`config.mk`:
```
export PLATFORM = sky130hd
export DESIGN_NAME = sysref_clock_control_regs
export DESIGN_NICKNAME = d
export VERILOG_FILES = /design/src/clock_ctrl_pkg.sv /design/src/reg_access_if.sv /design/src/align_ref_path.sv /design/src/spi_reg_port.sv /design/src/sysref_clock_control_regs.sv
export SDC_FILE = /design/constraint.sdc
export NUM_CORES = 1
export LEC_CHECK = 0
export BUFFER_PORTS_ARGS = -buffer_cell sky130_fd_sc_hd__buf_2
export CAP_MARGIN = 20
export CORE_MARGIN = 4
export CORE_UTILIZATION = 37
export CTS_BUF_LIST = sky130_fd_sc_hd__clkbuf_2 sky130_fd_sc_hd__clkbuf_4 sky130_fd_sc_hd__clkbuf_8
export DETAILED_ROUTE_END_ITERATION = 8
export HOLD_SLACK_MARGIN = 0.06
export PLACE_DENSITY = 0.6
export SKIP_CTS_REPAIR_TIMING = 1
export SLEW_MARGIN = 15
export SYNTH_ARGS = -nofsm -noshare
export SYNTH_HDL_FRONTEND = slang
export SYNTH_SLANG_ARGS = --single-unit
```
`constraint.sdc`:
```
create_clock -name i_clk_sys -period 5.35 [get_ports i_clk_sys]
set_input_delay 0 -clock i_clk_sys [delete_from_list [all_inputs] [get_ports i_clk_sys]]
set_output_delay 0 -clock i_clk_sys [all_outputs]
set_load 0.03 [all_outputs]
```
`src/clock_ctrl_pkg.sv`:
```
/*
  constants, field positions and register layout for the clock control registers and their serial port.
  assumes nothing of its surroundings; the files that use it refer to it by package::name.
*/
package clock_ctrl_pkg;
  localparam int ADDR_W = 15;
  localparam int DATA_W = 8;
  localparam int POS_W = 24;
  // register byte addresses
  localparam logic [14:0] ADDR_SYNC_REF_CONTROL = 15'h0029;
  localparam logic [14:0] ADDR_CLOCK_INPUT_MODE_CONTROL = 15'h002A;
  localparam logic [14:0] ADDR_SAMPLING_CLOCK_TUNING = 15'h002B;
  localparam logic [14:0] ADDR_POSITION_BYTE0 = 15'h002C;
  localparam logic [14:0] ADDR_POSITION_BYTE1 = 15'h002D;
  localparam logic [14:0] ADDR_POSITION_BYTE2 = 15'h002E;
  localparam logic [14:0] ADDR_STEP = 15'h0001;
  // reset values
  localparam logic [7:0] RST_SYNC_REF_CONTROL = 8'h00;
  localparam logic [7:0] RST_CLOCK_INPUT_MODE_CONTROL = 8'h00;
  localparam logic [7:0] RST_SAMPLING_CLOCK_TUNING = 8'h11;
  localparam logic [7:0] READ_IDLE = 8'h00;
  // field positions
  localparam int PROC_EN_BIT = 6;
  localparam int RECV_EN_BIT = 5;
  localparam int FINE_STEP_BIT = 4;
  localparam int DELAY_SEL_LSB = 0;
  localparam int DELAY_SEL_W = 4;
  localparam int MARKER_EN_BIT = 3;
  localparam int DEVCLK_PECL_BIT = 2;
  localparam int REF_PECL_BIT = 1;
  localparam int INVERT_BIT = 0;
  localparam int FB_GAIN_BIT = 4;
  localparam int NOISE_SUPP_BIT = 2;
  localparam int SCLK_DELAY_LSB = 0;
  localparam int SCLK_DELAY_W = 2;
  // serial frame
  localparam logic [4:0] HDR_BITS = 5'h10;
  localparam logic [4:0] DATA_BITS = 5'h08;
  localparam logic [4:0] CNT_STEP = 5'h01;
  localparam int PIN_SCLK = 0;
  localparam int PIN_SDI = 1;
  localparam int PIN_CS = 2;
  localparam logic [2:0] PIN_IDLE = 3'h4;
  typedef struct packed {
    logic [7:0] sync_ref_control;
    logic [7:0] clock_input_mode_control;
    logic [7:0] sampling_clock_tuning;
  } ctrl_regs_s;
endpackage

```
`src/reg_access_if.sv`:
```
/*
  byte access carrier between the serial port and the register file.
  assumes both ends run on the same system clock.
*/
`timescale 1ns/10ps
interface reg_access_if;
  logic wr;
  logic rd;
  logic [14:0] addr;
  logic [7:0] wdata;
  logic [7:0] rdata;
  modport port (output wr, output rd, output addr, output wdata, input rdata);
  modport regs (input wr, input rd, input addr, input wdata, output rdata);
endinterface // reg_access_if

```
`src/align_ref_path.sv`:
```
/*
  alignment reference input path: pin synchroniser, polarity, receiver gate and event detector.
  assumes the reference pin is asynchronous to the system clock and far slower than it.
*/
`timescale 1ns/10ps
module align_ref_path (
  // clock and reset
  input wire logic i_clk_sys,
  input wire logic i_rst_b,
  // pin and controls
  input wire logic i_align_ref,
  input wire logic i_receiver_en,
  input wire logic i_processor_en,
  input wire logic i_invert,
  // results
  output logic o_align_event,
  output logic o_ref_level
);
  typedef struct packed {
    logic s1;
    logic s2;
    logic lvl;
    logic evt;
  } ref_state_s;
  ref_state_s q;
  ref_state_s n;

  always_comb begin
    n = q;
    n.s1 = i_align_ref;
    n.s2 = q.s1;
    n.lvl = i_receiver_en & (q.s2 ^ i_invert);
    n.evt = i_processor_en & n.lvl & ~q.lvl;
  end

  always_ff @(posedge i_clk_sys) begin
    if (!i_rst_b) begin
      q <= '0;
    end else begin
      q <= n;
    end
  end

  assign o_align_event = q.evt;
  assign o_ref_level = q.lvl;
endmodule // align_ref_path

```
`src/spi_reg_port.sv`:
```
/*
  serial register port: 16-bit header (read flag, 15-bit address) then streamed data bytes, msb first.
  assumes sclk idles low, is slower than one eighth of the system clock and that cs_b frames each access.
*/
`timescale 1ns/10ps
module spi_reg_port (
  // clock and reset
  input wire logic i_clk_sys,
  input wire logic i_rst_b,
  // serial pins
  input wire logic i_spi_sclk,
  input wire logic i_spi_sdi,
  input wire logic i_spi_cs_b,
  output logic o_spi_sdo,
  // register side
  reg_access_if.port acc
);
  typedef struct packed {
    logic [2:0] s1;
    logic [2:0] s2;
    logic [2:0] s3;
    logic [4:0] cnt;
    logic hdr_done;
    logic is_read;
    logic step;
    logic [15:0] sh;
    logic [14:0] addr;
    logic [7:0] osr;
    logic [7:0] wdata;
    logic sdo;
    logic rd;
  } spi_state_s;
  spi_state_s q;
  spi_state_s n;
  logic rise;
  logic fall;

  always_comb begin
    n = q;
    n.s1 = {i_spi_cs_b, i_spi_sdi, i_spi_sclk};
    n.s2 = q.s1;
    n.s3 = q.s2;
    n.step = 1'b0;
    n.rd = 1'b0;
    rise = q.s2[clock_ctrl_pkg::PIN_SCLK] & ~q.s3[clock_ctrl_pkg::PIN_SCLK];
    fall = ~q.s2[clock_ctrl_pkg::PIN_SCLK] & q.s3[clock_ctrl_pkg::PIN_SCLK];
    if (q.step) begin
      n.addr = q.addr + clock_ctrl_pkg::ADDR_STEP;
    end
    if (q.s2[clock_ctrl_pkg::PIN_CS]) begin
      n.cnt = '0;
      n.hdr_done = 1'b0;
    end else if (rise) begin
      n.sh = {q.sh[14:0], q.s2[clock_ctrl_pkg::PIN_SDI]};
      n.cnt = q.cnt + clock_ctrl_pkg::CNT_STEP;
      if (!q.hdr_done && q.cnt == clock_ctrl_pkg::HDR_BITS - clock_ctrl_pkg::CNT_STEP) begin
        n.hdr_done = 1'b1;
        n.is_read = q.sh[14];
        n.addr = {q.sh[13:0], q.s2[clock_ctrl_pkg::PIN_SDI]};
        n.cnt = '0;
      end else if (q.hdr_done && q.cnt == clock_ctrl_pkg::DATA_BITS - clock_ctrl_pkg::CNT_STEP) begin
        n.cnt = '0;
        n.step = 1'b1;
        n.wdata = {q.sh[6:0], q.s2[clock_ctrl_pkg::PIN_SDI]};
      end
    end else if (fall && q.hdr_done) begin
      if (q.cnt == '0) begin
        n.rd = q.is_read;
        n.sdo = acc.rdata[7];
        n.osr = {acc.rdata[6:0], 1'b0};
      end else begin
        n.sdo = q.osr[7];
        n.osr = {q.osr[6:0], 1'b0};
      end
    end
  end

  always_ff @(posedge i_clk_sys) begin
    if (!i_rst_b) begin
      q <= '{s1: clock_ctrl_pkg::PIN_IDLE, s2: clock_ctrl_pkg::PIN_IDLE, s3: clock_ctrl_pkg::PIN_IDLE, default: '0};
    end else begin
      q <= n;
    end
  end

  assign acc.wr = q.step & ~q.is_read;
  assign acc.rd = q.rd;
  assign acc.addr = q.addr;
  assign acc.wdata = q.wdata;
  assign o_spi_sdo = q.sdo;
endmodule // spi_reg_port

```
`src/sysref_clock_control_regs.sv`:
```
/*
  clock control register bank with its serial port and alignment reference path.
  assumes the position detector and marker enable come from logic on the system clock.
*/
`timescale 1ns/10ps
module sysref_clock_control_regs #(
  parameter int POS_W = clock_ctrl_pkg::POS_W
) (
  // clock and reset
  input wire logic i_clk_sys,
  input wire logic i_rst_b,
  // serial register port
  input wire logic i_spi_sclk,
  input wire logic i_spi_sdi,
  input wire logic i_spi_cs_b,
  output logic o_spi_sdo,
  // alignment reference and status
  input wire logic i_align_ref,
  input wire logic i_sample_marker_enable,
  input wire logic [POS_W-1:0] i_capture_position,
  // sync ref controls
  output logic o_align_ref_receiver_enable,
  output logic o_align_ref_processor_enable,
  output logic o_window_fine_step,
  output logic [3:0] o_capture_delay_select,
  // input mode controls
  output logic o_align_ref_as_marker_enable,
  output logic o_device_clock_pecl_mode,
  output logic o_align_ref_pecl_mode,
  output logic o_align_ref_invert,
  // sampling clock tuning
  output logic o_clock_feedback_high_gain,
  output logic o_supply_noise_suppress,
  output logic [1:0] o_sample_clock_delay,
  // alignment results
  output logic o_align_event,
  output logic o_lsb_marker_select,
  output logic o_lsb_marker_bit
);
  generate
    if (POS_W != clock_ctrl_pkg::POS_W) begin : g_bad_pos_w
      $error("capture position width must be 24");
    end
  endgenerate

  typedef struct packed {
    clock_ctrl_pkg::ctrl_regs_s regs;
    logic marker_sel;
    logic marker_bit;
  } bank_state_s;

  localparam bank_state_s RESET_STATE = '{
    regs: '{
      sync_ref_control: clock_ctrl_pkg::RST_SYNC_REF_CONTROL,
      clock_input_mode_control: clock_ctrl_pkg::RST_CLOCK_INPUT_MODE_CONTROL,
      sampling_clock_tuning: clock_ctrl_pkg::RST_SAMPLING_CLOCK_TUNING
    },
    marker_sel: 1'b0,
    marker_bit: 1'b0
  };

  bank_state_s q;
  bank_state_s n;
  logic proc_effective;
  logic ref_level;

  reg_access_if acc ();

  spi_reg_port u_spi (
    .i_clk_sys(i_clk_sys),
    .i_rst_b(i_rst_b),
    .i_spi_sclk(i_spi_sclk),
    .i_spi_sdi(i_spi_sdi),
    .i_spi_cs_b(i_spi_cs_b),
    .o_spi_sdo(o_spi_sdo),
    .acc(acc.port)
  );

  // true when a write strobe targets the given register
  function automatic logic wr_hit(input logic wr, input logic [14:0] addr, input logic [14:0] target);
    wr_hit = wr && (addr == target);
  endfunction

  // read data for any address; unmapped addresses read as zero
  function automatic logic [7:0] read_mux(
    input logic [14:0] addr,
    input clock_ctrl_pkg::ctrl_regs_s regs,
    input logic [POS_W-1:0] pos
  );
    read_mux = clock_ctrl_pkg::READ_IDLE;
    unique case (addr)
      clock_ctrl_pkg::ADDR_SYNC_REF_CONTROL: begin
        read_mux = regs.sync_ref_control;
      end
      clock_ctrl_pkg::ADDR_CLOCK_INPUT_MODE_CONTROL: begin
        read_mux = regs.clock_input_mode_control;
      end
      clock_ctrl_pkg::ADDR_SAMPLING_CLOCK_TUNING: begin
        read_mux = regs.sampling_clock_tuning;
      end
      clock_ctrl_pkg::ADDR_POSITION_BYTE0: begin
        read_mux = pos[7:0];
      end
      clock_ctrl_pkg::ADDR_POSITION_BYTE1: begin
        read_mux = pos[15:8];
      end
      clock_ctrl_pkg::ADDR_POSITION_BYTE2: begin
        read_mux = pos[23:16];
      end
      default: begin
        read_mux = clock_ctrl_pkg::READ_IDLE;
      end
    endcase
  endfunction

  // capture position is read straight from the detector, no side effects on read
  assign acc.rdata = read_mux(acc.addr, q.regs, i_capture_position);

  always_comb begin
    n = q;
    // whole bytes are stored, reserved bits included, except a tuning delay code that is not one-hot
    if (wr_hit(acc.wr, acc.addr, clock_ctrl_pkg::ADDR_SYNC_REF_CONTROL)) begin
      n.regs.sync_ref_control = acc.wdata;
    end
    if (wr_hit(acc.wr, acc.addr, clock_ctrl_pkg::ADDR_CLOCK_INPUT_MODE_CONTROL)) begin
      n.regs.clock_input_mode_control = acc.wdata;
    end
    if (wr_hit(acc.wr, acc.addr, clock_ctrl_pkg::ADDR_SAMPLING_CLOCK_TUNING)) begin
      n.regs.sampling_clock_tuning = acc.wdata;
      // a delay code that is not one-hot leaves the current delay in place
      if (!$onehot(acc.wdata[clock_ctrl_pkg::SCLK_DELAY_LSB +: clock_ctrl_pkg::SCLK_DELAY_W])) begin
        n.regs.sampling_clock_tuning[clock_ctrl_pkg::SCLK_DELAY_LSB +: clock_ctrl_pkg::SCLK_DELAY_W] =
          q.regs.sampling_clock_tuning[clock_ctrl_pkg::SCLK_DELAY_LSB +: clock_ctrl_pkg::SCLK_DELAY_W];
      end
    end
    n.marker_sel = q.regs.clock_input_mode_control[clock_ctrl_pkg::MARKER_EN_BIT] & i_sample_marker_enable;
    n.marker_bit = q.marker_sel & ref_level;
  end

  always_ff @(posedge i_clk_sys) begin
    if (!i_rst_b) begin
      q <= RESET_STATE;
    end else begin
      q <= n;
    end
  end

  // event processing never runs with the receiver off, whatever order software used; o_align_ref_processor_enable is the register bit alone
  assign proc_effective = q.regs.sync_ref_control[clock_ctrl_pkg::PROC_EN_BIT]
    & q.regs.sync_ref_control[clock_ctrl_pkg::RECV_EN_BIT];

  align_ref_path u_ref (
    .i_clk_sys(i_clk_sys),
    .i_rst_b(i_rst_b),
    .i_align_ref(i_align_ref),
    .i_receiver_en(q.regs.sync_ref_control[clock_ctrl_pkg::RECV_EN_BIT]),
    .i_processor_en(proc_effective),
    .i_invert(q.regs.clock_input_mode_control[clock_ctrl_pkg::INVERT_BIT]),
    .o_align_event(o_align_event),
    .o_ref_level(ref_level)
  );

  assign o_align_ref_receiver_enable = q.regs.sync_ref_control[clock_ctrl_pkg::RECV_EN_BIT];
  assign o_align_ref_processor_enable = q.regs.sync_ref_control[clock_ctrl_pkg::PROC_EN_BIT];
  assign o_window_fine_step = q.regs.sync_ref_control[clock_ctrl_pkg::FINE_STEP_BIT];
  assign o_capture_delay_select =
    q.regs.sync_ref_control[clock_ctrl_pkg::DELAY_SEL_LSB +: clock_ctrl_pkg::DELAY_SEL_W];
  assign o_align_ref_as_marker_enable = q.regs.clock_input_mode_control[clock_ctrl_pkg::MARKER_EN_BIT];
  assign o_device_clock_pecl_mode = q.regs.clock_input_mode_control[clock_ctrl_pkg::DEVCLK_PECL_BIT];
  assign o_align_ref_pecl_mode = q.regs.clock_input_mode_control[clock_ctrl_pkg::REF_PECL_BIT];
  assign o_align_ref_invert = q.regs.clock_input_mode_control[clock_ctrl_pkg::INVERT_BIT];
  assign o_clock_feedback_high_gain = q.regs.sampling_clock_tuning[clock_ctrl_pkg::FB_GAIN_BIT];
  assign o_supply_noise_suppress = q.regs.sampling_clock_tuning[clock_ctrl_pkg::NOISE_SUPP_BIT];
  assign o_sample_clock_delay =
    q.regs.sampling_clock_tuning[clock_ctrl_pkg::SCLK_DELAY_LSB +: clock_ctrl_pkg::SCLK_DELAY_W];
  assign o_lsb_marker_select = q.marker_sel;
  assign o_lsb_marker_bit = q.marker_bit;
endmodule // sysref_clock_control_regs

```
==> summary.md, run 1 <==
| Metric | Value |
|---|---|
| Clock tree sinks | `~90` |
| Setup violators final | `0` |
| Hpwl dp | `approximately 7100 um` |
| Hold Vio Cnt, Final | `0` |
| Top_reg_cell synth | `dfxtp_1` |
| Antenna-violating nets left | `0` |
| First-pass GRT wire length | `16440 um` |
| Clk slew on worst S/H paths | `0.09 ns` |
| Avg Cell Area, Syn | `between 8 and 9 sq um` |
| Residual DRC | `0` |
| Later-pin clock latency in the skew report | `about 0.37 ns` |
| Worst hold path type | `in -> reg` |
| Most frequent cells in the layout | `91 x dfxtp_1, 54 x a21oi_1, 49 x buf_2` |
| R2R Setup Slk | `2.60 ns` |
| Synth Cell Area | `around 4000 sq um` |
| Slew margin rel. | `0.3333` |
| CTS H-tree depth | `3` |
| Critical Path Source Type | `flip-flop` |
| PortBufs | `just under 50` |
| VDD IR max | `approximately 0.14 mV` |
| Post-synth EDFFs | `0` |
| Initial antenna violation count | `0` |
| Adder-cell share of the synthesized area | `0.02132` |
| Crit path capture type | `flip-flop` |
| Worst setup path endpoint | `u_spi.acc.addr[9]$_SDFF_PN0_` |
| Largest family of logic cells by synthesized area | `compound AO/OA/AOI/OAI gates` |
| Die height | `113.4 um` |
| Via/cell ratio | `5.495` |
| Worst EP arrival | `around 3 ns` |
| FF-to-FF End | `u_spi.acc.addr[9]$_SDFF_PN0_` |
| Critical Path RT | `~5.6 ns` |
| # IOs | `50` |
| Status | `complete, no violations` |
| Die area | `12860 sq um` |
| Fin crit period | `2.749 ns` |
| WHS | `roughly 0.036 ns` |
| Worst-Margin Slew | `0.9957 ns` |
| Post-Synth Simple-Gate Area | `0.2049` |
| Synth warnings | `0` |
| Launching point of the worst reg2reg path | `u_spi.n[57]$_SDFF_PN0_` |
| Commonest non-fill, non-tap cell in the layout | `dfxtp_1` |
| Global placement routability congestion | `0.8373` |
| Synth Area in Compound Gates | `0.2195` |
| Setup Skew | `0.01056 ns` |
| CP Launch Point | `u_spi.n[57]$_SDFF_PN0_` |
| Power per cell area | `between 200 and 300 nW/um^2` |
| Cts bufs inserted | `9` |
| WS Path Type | `reg -> reg` |
| CTS tree | `yes` |
| R2r worst-path depth | `4` |
| Fmax | `0.3637 GHz` |
| Row cnt | `38` |
| Pins Over Slew Limit | `0` |
| Wire length per cell | `15.51 um` |
| Crit path max fanout | `31` |
| Detailed Routing Iterations Pass 1 | `5` |
| Critical-path top delay cell | `nor3b_2` |
| Initial Utilization | `0.3790` |
| Async set-or-reset flop fraction in the synthesized netlist | `0` |
| Final period util | `0.5139` |
| Die X-Extent | `113.4 um` |
| N_diodes | `0` |
| RSZ-0062 raised after global routing | `false` |
| Final core utilization | `0.4297` |
| Fin cells | `665` |
| Maximum root-to-sink buffer count | `2` |
| Number of synthesized register bits | `91` |
| Vias in the first global route | `~3300` |
| GR Util All Layers | `0.1594` |
| P&R area growth vs syn | `13.37%` |
| Share of cells above drive strength 1 | `0.1448` |
| Cells after DPL | `642` |
| Synth cell types | `45` |
| Wirelength, routed | `10320 um` |
| Syn Nets | `526` |
| Core area | `around 11000 sq um` |
| Fillcell total | `1100` |
| Layout Nets | `558` |
| Max-cap viol count | `0` |
| Via count | `between 3000 and 4000` |
| Post-synthesis sequential area ratio | `0.4434` |
| P_leak | `1.634 nW` |
| Crit path cell chain | `nor3b_2 -> nand2_1 -> and4_1 -> nor3_1` |
| Mux share of post-synthesis cell area | `0.02680` |
| Initial drt markers | `between 200 and 300` |
| Largest stage delay, worst path | `0.84 ns` |
| Hold_sp | `i_capture_position[3]` |
| Xor-xnor portion of the synthesized cell area | `0.02558` |
| Cell count after synthesis | `approximately 500` |
| Root Driver | `clkbuf_8` |
| Largest net degree at the start of global routing | `57` |
| Fin Setup TNS | `0 ns` |
| Remaining Overflow, GRT | `0` |
-- logic make-up after synthesis --
family                     Yosys count
adders and majority gates            7
DFF                                 91
AOI/OAI and AO/OA                  146
muxes                               11
buffers and inverters               58
xor gates and xnor gates            12
and+or+nand+nor                    163
-- metal layers --
metal | up-vias | part of all wire | wire [um] | GRT usage
li1 | 1810 | - | - | -
met5 | - | 0 | 0 | 0
met4 | 0 | 0.021 | 218 | 0.05288
met1 | 1748 | 0.46 | 4757 | 0.2040
met2 | 79 | 0.47 | 4800 | 0.2563
met3 | 17 | 0.052 | 539 | 0.04987
-- critical path, delay by kind of cell (launching register included) --
kind / cells / cell delay, ns
flops: 1 / 0.42
simple gates: 4 / 2.26
-- state kept, by name (all words and copies together) (netlist names), 2 cells and up --
register                cells
o_capture_delay_select      4
o_sample_clock_delay        2
q                           9
u_spi.acc.addr             15
u_spi.acc.wdata             8
u_spi.n                     6
u_spi.q                    31
-- how the worst min path moves through the flow --
stage,cells past startpoint,slack (ns),end
after floorplan,1,0.10,u_spi.n[62]$_SDFF_PN1_
after global placement,2,0.18,u_spi.n[62]$_SDFF_PN1_
after detailed placement,2,0.18,u_spi.n[62]$_SDFF_PN1_
after CTS,2,-0.21,u_spi.n[62]$_SDFF_PN1_
after global routing,4,0.06,u_spi.q[13]$_SDFFE_PN0P_
final,4,0.04,u_spi.q[14]$_SDFFE_PN0P_
-- per-stage QoR --
| stage | setup WS (ns) | total power [mW] | area (sq um) |
|---|---|---|---|
| floorplan | 3.292 | 0.7219 | 4109 |
| global placement | 2.683 | 0.7375 | 4404 |
| detailed placement | 2.578 | 0.7385 | 4404 |
| CTS | 2.551 | 1.183 | 4593 |
| global route | 2.262 | 1.217 | 4658 |
| finish | 2.601 | 1.175 | 4658 |
-- layout make-up --
type                    instances  area [sq um]  share of cell area
multi-input cells             339          2068              0.4440
flip-flops and latches         91          1822              0.3911
repair buffers                 58         325.3             0.06984
well taps                     140         175.2             0.03760
clock buffers                  13         166.4             0.03572
inverters                      21         78.83             0.01692
clock inverters                 3         22.52            0.004835
-- cells in the mapped netlist (2+ instances only) --
cell	count	area share
a22o_1	6	0.013
a31oi_1	3	0.0046
buf_1	2	0.0018
a221oi_1	6	0.013
and2_1	9	0.014
nor3_1	9	0.011
inv_1	21	0.019
or4_4	2	0.0055
nand3_1	32	0.039
a211oi_1	9	0.016
nand2_1	48	0.044
o21ai_0	39	0.048
dfxtp_1	91	0.44
or3_1	2	0.0030
a22oi_1	7	0.013
xor2_1	3	0.0064
o2bb2ai_1	6	0.013
mux2i_1	11	0.027
and4_1	2	0.0043
nor4b_1	2	0.0043
nand4_1	5	0.0076
nor2b_1	2	0.0030
a222oi_1	4	0.0097
xnor2_1	9	0.019
a21oi_1	54	0.066
buf_4	6	0.011
nand2b_1	8	0.012
o221ai_1	6	0.013
and3_1	6	0.0091
o211ai_1	3	0.0055
ha_1	7	0.021
clkbuf_1	29	0.026
nor4_1	4	0.0061
nor2_1	24	0.022
-- power by group --
part	total (mW)	internal (mW)	leakage [nW]	switching [mW]
clock network	0.449	0.205	0.0887	0.245
logic	0.0417	0.0188	0.811	0.0228
registers	0.684	0.681	0.735	0.00322
total	1.18	0.905	1.63	0.271
Note: power is estimated with default switching activity, not from simulation.
==> inputs of run 2 (changes only) <==
Settings changed: ABC_AREA set to 1, PLACE_DENSITY 0.6 to 0.62.
Clock period 5.35 ns to 2.3 ns, I/O delays scaled along.
==> summary.md, run 2 <==
| Metric | Value |
|---|---|
| Status | `complete, no violations` |
| Post-synthesis sequential area ratio | `0.4172` |
| Synth warnings | `0` |
| Post-synth top area cell | `dfxtp_1` |
| Avg Cell Area, Syn | `between 7 and 8 sq um` |
| Fin crit period | `1.928 ns` |
| Clock tree sinks | `91` |
| Initial Utilization | `0.3808` |
| Setup Skew | `0.01087 ns` |
| Via/cell ratio | `4.861` |
| Slew margin rel. | `0.5667` |
| Synth top area cells | `dfxtp_1 42%, nand2_1 8.6%, nand3_1 7.3%, nor2_1 6.4%, o21ai_0 6.3%` |
| Largest stage delay, worst path | `0.40 ns` |
| RSZ-0062 raised after global routing | `false` |
| Design Area, Final | `4931 sq um` |
| CTS tree | `yes` |
| Worst hold path endpoint | `u_spi.q[14]$_SDFFE_PN0P_` |
| Top cell type's share of synthesized area | `0.4172` |
| Row cnt | `39` |
| Post-synth EDFFs | `0` |
| Biggest register | `u_spi.q` |
| Pins Over Slew Limit | `0` |
| Top_reg_cell synth | `dfxtp_1` |
| PortBufs | `49` |
| Final period util | `0.8384` |
| Critical Path RT | `2.56 ns` |
| Reg area | `1822 sq um` |
| Top-count cell post-synth | `nand2_1` |
| Critical Path Source Type | `flip-flop` |
| N_diodes | `0` |
| Crit path capture type | `flip-flop` |
| WS Path Type | `reg -> reg` |
| WHS | `0.1055 ns` |
| R2r worst-path depth | `11` |
| Maximum root-to-sink buffer count | `2` |
| Layout Nets | `689` |
| Cts bufs inserted | `9` |
| Place WS | `0.3836 ns` |
| Worst hold path type | `in -> reg` |
| Later-pin clock latency in the skew report | `around 0.36 ns` |
| Syn Nets | `645` |
| P_leak | `2.131 nW` |
| Crit path max fanout | `21` |
| Fillcell total | `1149` |
| Placement Cell Area | `about 4700 sq um` |
| Max-cap viol count | `0` |
| Detailed Routing Iterations Pass 1 | `5` |
| Hpwl dp | `7496 um` |
| First-pass GRT wire length | `16700 um` |
| P&R area growth vs syn | `12.92%` |
| Setup violators final | `0` |
| Vias in the first global route | `between 3000 and 4000` |
| FF-to-FF End | `u_spi.acc.addr[7]$_SDFF_PN0_` |
| Power per cell area | `around 570 nW/um^2` |
| Critical-path top delay cell | `dfxtp_1` |
| Async set-or-reset flop fraction in the synthesized netlist | `0` |
| Cells after DPL | `778` |
| Fin cells | `799` |
| Die area | `13600 sq um` |
| R2R Setup Slk | `0.37 ns` |
| Hold_sp | `i_capture_position[11]` |
| Worst path most repeated cell | `nand2_1` |
| Number of synthesized register bits | `91` |
| Most frequent cells in the layout | `100 x nand2_1, 91 x dfxtp_1, 75 x nor2_1` |
| Root Driver | `clkbuf_8` |
| Wirelength, routed | `10130 um` |
| Synth Cell Area | `4367 sq um` |
| Max reg flops | `31` |
| Synth cell types | `38` |
| Worst hold path stage count | `7` |
| Fin Setup TNS | `0 ns` |
| Crit path cell chain | `ha_1 -> nand2_1 -> nor2_1 -> ha_1 -> nand2_1 -> inv_1 -> nand2_1 -> buf_4 -> o21ai_0 -> o21bai_1 -> inv_1` |
| Launching point of the worst reg2reg path | `u_spi.q[53]$_SDFFE_PP0P_` |
| Core area | `11470 sq um` |
| Residual DRC | `0` |
| Clk slew on worst S/H paths | `~0.090 ns` |
| Antenna-violating nets left | `0` |
| Area occupied by multi-input gates | `between 2000 and 2500 sq um` |
| Die height | `116.6 um` |
| Die X-Extent | `116.6 um` |
| Remaining Overflow, GRT | `0` |
| Worst EP arrival | `2.19 ns` |
| Wire length per cell | `12.68 um` |
| CTS H-tree depth | `3` |
| VDD IR max | `~0.28 mV` |
| Initial antenna violation count | `0` |
| Fmax | `0.5186 GHz` |
| # IOs | `50` |
| Worst-Margin Slew | `0.6460 ns` |
| Initial drt markers | `326` |
| Cell count after synthesis | `approximately 600` |
| Commonest cells in the netlist | `100 x nand2_1, 91 x dfxtp_1, 75 x nor2_1, 69 x inv_1, 64 x nand3_1` |
| Share of cells above drive strength 1 | `0.1631` |
| Hold Vio Cnt, Final | `0` |
| Global placement routability congestion | `0.8862` |
| GR Util All Layers | `0.1548` |
| Commonest non-fill, non-tap cell in the layout | `nand2_1` |
| Setup ws final | `0.3716 ns` |
| Via count | `3884` |
| Largest net degree at the start of global routing | `68` |
## run 2: cell types whose count changed in the layout (fill, tap and decap cells not counted), sizes merged, moves of 7 or more
cell / change
o21ai: +18
and2: -9
mux2i: -11
a22oi: -7
nor2: +68
nand2: +57
xnor2: -7
nand2b: -8
nand3: +34
inv: +56
## run 2: final cells by class
| cell class | count | area share |
|---|---|---|
| Multi-Input combinational cell | 411 | 0.4232 |
| Sequential cell | 91 | 0.3694 |
| Timing Repair Buffer | 60 | 0.06902 |
| Inverter | 78 | 0.05938 |
| Tap cell | 143 | 0.03629 |
| Clock buffer | 11 | 0.03070 |
| Clock inverter | 5 | 0.01193 |
## run 2: cell families (layout without fill, tap and decap cells)
group,Yosys count,count (layout),share of synthesized area
AO/OA/AOI/OAI,119,119,0.1433
XOR/XNOR,5,5,0.01003
adder cells (fa/ha/maj),7,7,0.02006
buffers and inverters,105,154,0.1049
flip-flops,91,91,0.4172
AND/OR/NAND/NOR,280,280,0.3046
## run 2: per-layer routing
layer / global-route usage / routed length [um]
met1: 0.2172 / 4929
met2: 0.2395 / 4495
met3: 0.02176 / 545
met4: 0.06346 / 162
met5: 0 / 0
## run 2: power by group
part,switching (mW),internal (mW),total [mW],leakage (nW)
combinational,0.0512,0.0382,0.0894,1.29
sequential,0.00518,1.58,1.59,0.735
clock,0.569,0.564,1.13,0.102
total,0.625,2.19,2.81,2.13
## run 2: critical path: cells and delay by family, from the launching register on
family                   cells  cell delay, ns
flip-flops                   1            0.40
AND/OR/NAND/NOR              4            0.38
adder cells (fa/ha/maj)      2            0.37
buffers and inverters        3            0.37
AO/OA/AOI/OAI                2            0.32
## run 2: per-stage QoR
step | util | total power, mW
6_report | 0.4300 | 2.811
5_1_grt | 0.4300 | 2.923
3_5_place_dp | 0.4073 | 1.710
2_1_floorplan | - | 1.670
4_1_cts | 0.4256 | 2.843
3_3_place_gp | 0.4073 | 1.710
## run 2: worst max path at each step
stage | start | endpoint | slack [ns] | cells past startpoint
after floorplan | u_spi.q[53]$_SDFFE_PP0P_ | u_spi.acc.addr[11]$_SDFF_PN0_ | 0.62 | 11
after global placement | u_spi.acc.addr[0]$_SDFF_PN0_ | q[7]$_SDFFE_PN0P_ | 0.49 | 8
after detailed placement | u_spi.q[53]$_SDFFE_PP0P_ | u_spi.acc.addr[7]$_SDFF_PN0_ | 0.38 | 11
after CTS | u_spi.q[53]$_SDFFE_PP0P_ | u_spi.acc.addr[7]$_SDFF_PN0_ | 0.36 | 11
after global routing | u_spi.q[53]$_SDFFE_PP0P_ | u_spi.acc.addr[7]$_SDFF_PN0_ | 0.12 | 11
final | u_spi.q[53]$_SDFFE_PP0P_ | u_spi.acc.addr[7]$_SDFF_PN0_ | 0.37 | 11
==> inputs of run 3 (changes only) <==
Settings changed: ABC_AREA 1 to 0, PLACE_DENSITY 0.62 to 0.6.
Clock period 2.3 ns to 1.8 ns, I/O delays scaled along.
==> summary.md, run 3 (synthesized netlist as in run 1, its figures left out) <==
| Metric | Value |
|---|---|
| Status | `finished, violations left` |
| Failing checks | `negative setup slack` |
| Total power | `around 3.9 mW` |
| Setup violators final | `29` |
| Via count | `~4000` |
| R2r worst-path depth | `4` |
| Crit path max fanout | `3` |
| VDD IR max | `0.6321 mV` |
| WP buf/inv | `0` |
| Via/cell ratio | `around 5.5` |
| Comb pwr share | `0.038` |
| Clk network pwr share | `0.438` |
| Remaining Overflow, GRT | `0` |
| Layout Nets | `606` |
| Critical Path Source Type | `flip-flop` |
| Final core utilization | `0.4930` |
| Initial antenna violation count | `0` |
| Worst EP arrival | `approximately 2.3 ns` |
| Worst hold path stage count | `4` |
| Wire length per cell | `16.14 um` |
| Vias in the first global route | `3550` |
| Later-pin clock latency in the skew report | `0.37 ns` |
| Detailed Routing Iterations Pass 1 | `5` |
| RSZ-0062 raised after global routing | `true` |
| Global placement routability congestion | `0.8561` |
| Launching point of the worst reg2reg path | `u_spi.acc.addr[14]$_SDFF_PN0_` |
| Critical Path RT | `approximately 2.1 ns` |
| Share of cells above drive strength 1 | `0.2443` |
| P&R area growth vs syn | `30.05%` |
| Biggest register | `u_spi.q` |
| Most frequent cells in the layout | `85 x dfxtp_1, 53 x a21oi_1, 50 x buf_2` |
| WS Path Type | `reg -> reg` |
| Fmax | `0.4996 GHz` |
| Sw power | `0.8234 mW` |
| # IOs | `50` |
| Crit path capture type | `flip-flop` |
| First-pass GRT wire length | `17640 um` |
| Antenna-violating nets left | `0` |
| Final period util | `1.112` |
| Initial Utilization | `0.3790` |
| Initial drt markers | `320` |
| Maximum root-to-sink buffer count | `2` |
| N_diodes | `0` |
| Worst hold path type | `in -> reg` |
| Crit path cell chain | `or4_4 -> or4_4 -> or3_4 -> o311a_1` |
| Row cnt | `38` |
| Worst path most repeated cell | `or4_4` |
| Worst hold path endpoint | `u_spi.q[13]$_SDFFE_PN0P_` |
| Max-cap viol count | `0` |
| Die X-Extent | `113.4 um` |
| Delay-heaviest family, CP | `simple AND/OR/NAND/NOR gates` |
| R2R Setup Slk | `-0.20 ns` |
| Setup ws final | `-0.2017 ns` |
| Die height | `113.4 um` |
| P_leak | `roughly 2 nW` |
| Fillcell total | `between 1000 and 1500` |
| Hold_sp | `i_capture_position[2]` |
| Area occupied by multi-input gates | `2195 sq um` |
| WHS | `0.03840 ns` |
| FF-to-FF End | `o_sample_clock_delay[0]$_SDFFE_PN1P_` |
| Clock tree sinks | `91` |
| Largest stage delay, worst path | `0.55 ns` |
| CTS tree | `yes` |
| Max reg flops | `31` |
| GR Util All Layers | `0.1699` |
| Net Sw Frac | `0.2121` |
| Clk slew on worst S/H paths | `0.09 ns` |
| Residual DRC | `0` |
| Internal | `3.058 mW` |
| Setup Skew | `0.01328 ns` |
| Die area | `12860 sq um` |
| CTS H-tree depth | `3` |
| Worst-Margin Slew | `0.6187 ns` |
| Power per cell area | `about 730 nW/um^2` |
| Commonest non-fill, non-tap cell in the layout | `dfxtp_1` |
| Pins Over Slew Limit | `0` |
| PortBufs | `49` |
| Wirelength, routed | `approximately 12000 um` |
| Sequential power share | `0.524` |
| Hpwl dp | `around 7900 um` |
| Cts bufs inserted | `9` |
| Core area | `10840 sq um` |
| Root Driver | `clkbuf_8` |
| Slew margin rel. | `0.5871` |
| Hold Vio Cnt, Final | `0` |
| Largest net degree at the start of global routing | `32` |
| Fin crit period | `2.002 ns` |
| Critical-path top delay cell | `or4_4` |
| Reg area | `1829 sq um` |
==> run 3: cell types whose count changed in the layout (fill, tap and decap cells not counted), sizes merged, moves of 7 or more <==
cell    before  now
a22oi        0    7
and2         0    9
buf         55   93
inv         77   21
mux2i        0   11
nand2      105   48
nand2b       0    8
nand3       66   32
nor2        92   24
o21ai       57   39
xnor2        2    9
==> run 3: layout make-up <==
class / count / area share
flip-flops and latches: 91 / 0.3423
multi-input cells: 339 / 0.4107
well taps: 140 / 0.03278
inverters: 21 / 0.01475
repair buffers: 106 / 0.1527
clock inverters: 6 / 0.02107
clock buffers: 10 / 0.02576
==> run 3: per-layer routing <==
metal  track usage  wire length (um)
met4       0.04647               289
met5             0                 0
met3       0.04509               716
met1        0.2133              4895
met2        0.2891              5606
==> run 3: per-stage QoR <==
stage	setup slack [ns]	setup TNS [ns]	std cells	area [sq um]
final	-0.2017	-3.320	713	5344
after global routing	-0.2492	-5.300	713	5344
after CTS	-0.2029	-4.337	699	5026
after detailed placement	-0.2050	-4.188	683	4776
after global placement	-0.1731	-3.088	683	4776
after floorplan	-0.1919	-3.297	488	4115
==> run 3: worst max path at each step <==
| stage | slack, ns | cells after the start | to | startpoint |
|---|---|---|---|---|
| after floorplan | -0.19 | 4 | o_sample_clock_delay[0]$_SDFFE_PN1P_ | u_spi.acc.addr[4]$_SDFF_PN0_ |
| after global placement | -0.17 | 5 | q[15]$_SDFFE_PN0P_ | u_spi.acc.addr[14]$_SDFF_PN0_ |
| after detailed placement | -0.20 | 4 | o_sample_clock_delay[0]$_SDFFE_PN1P_ | u_spi.acc.addr[14]$_SDFF_PN0_ |
| after CTS | -0.20 | 4 | o_sample_clock_delay[0]$_SDFFE_PN1P_ | u_spi.acc.addr[14]$_SDFF_PN0_ |
| after global routing | -0.25 | 5 | o_clock_feedback_high_gain$_SDFFE_PN1P_ | u_spi.acc.addr[14]$_SDFF_PN0_ |
| final | -0.20 | 4 | o_sample_clock_delay[0]$_SDFFE_PN1P_ | u_spi.acc.addr[14]$_SDFF_PN0_ |
==> run 3: power by group through the flow <==
stage	clock network, mW	logic [mW]	registers, mW
after detailed placement	0	0.130	2.08
final	1.70	0.148	2.03
after global routing	1.83	0.161	2.04
after global placement	0	0.127	2.08
after CTS	1.74	0.131	2.03
after floorplan	0	0.0681	2.08
==> run 3: tightest hold or removal path: cells and delay by family <==
kind / cells / cell delay (ns)
AOI/OAI and AO/OA: 3 / 0.29
buffers and inverters: 1 / 0.07
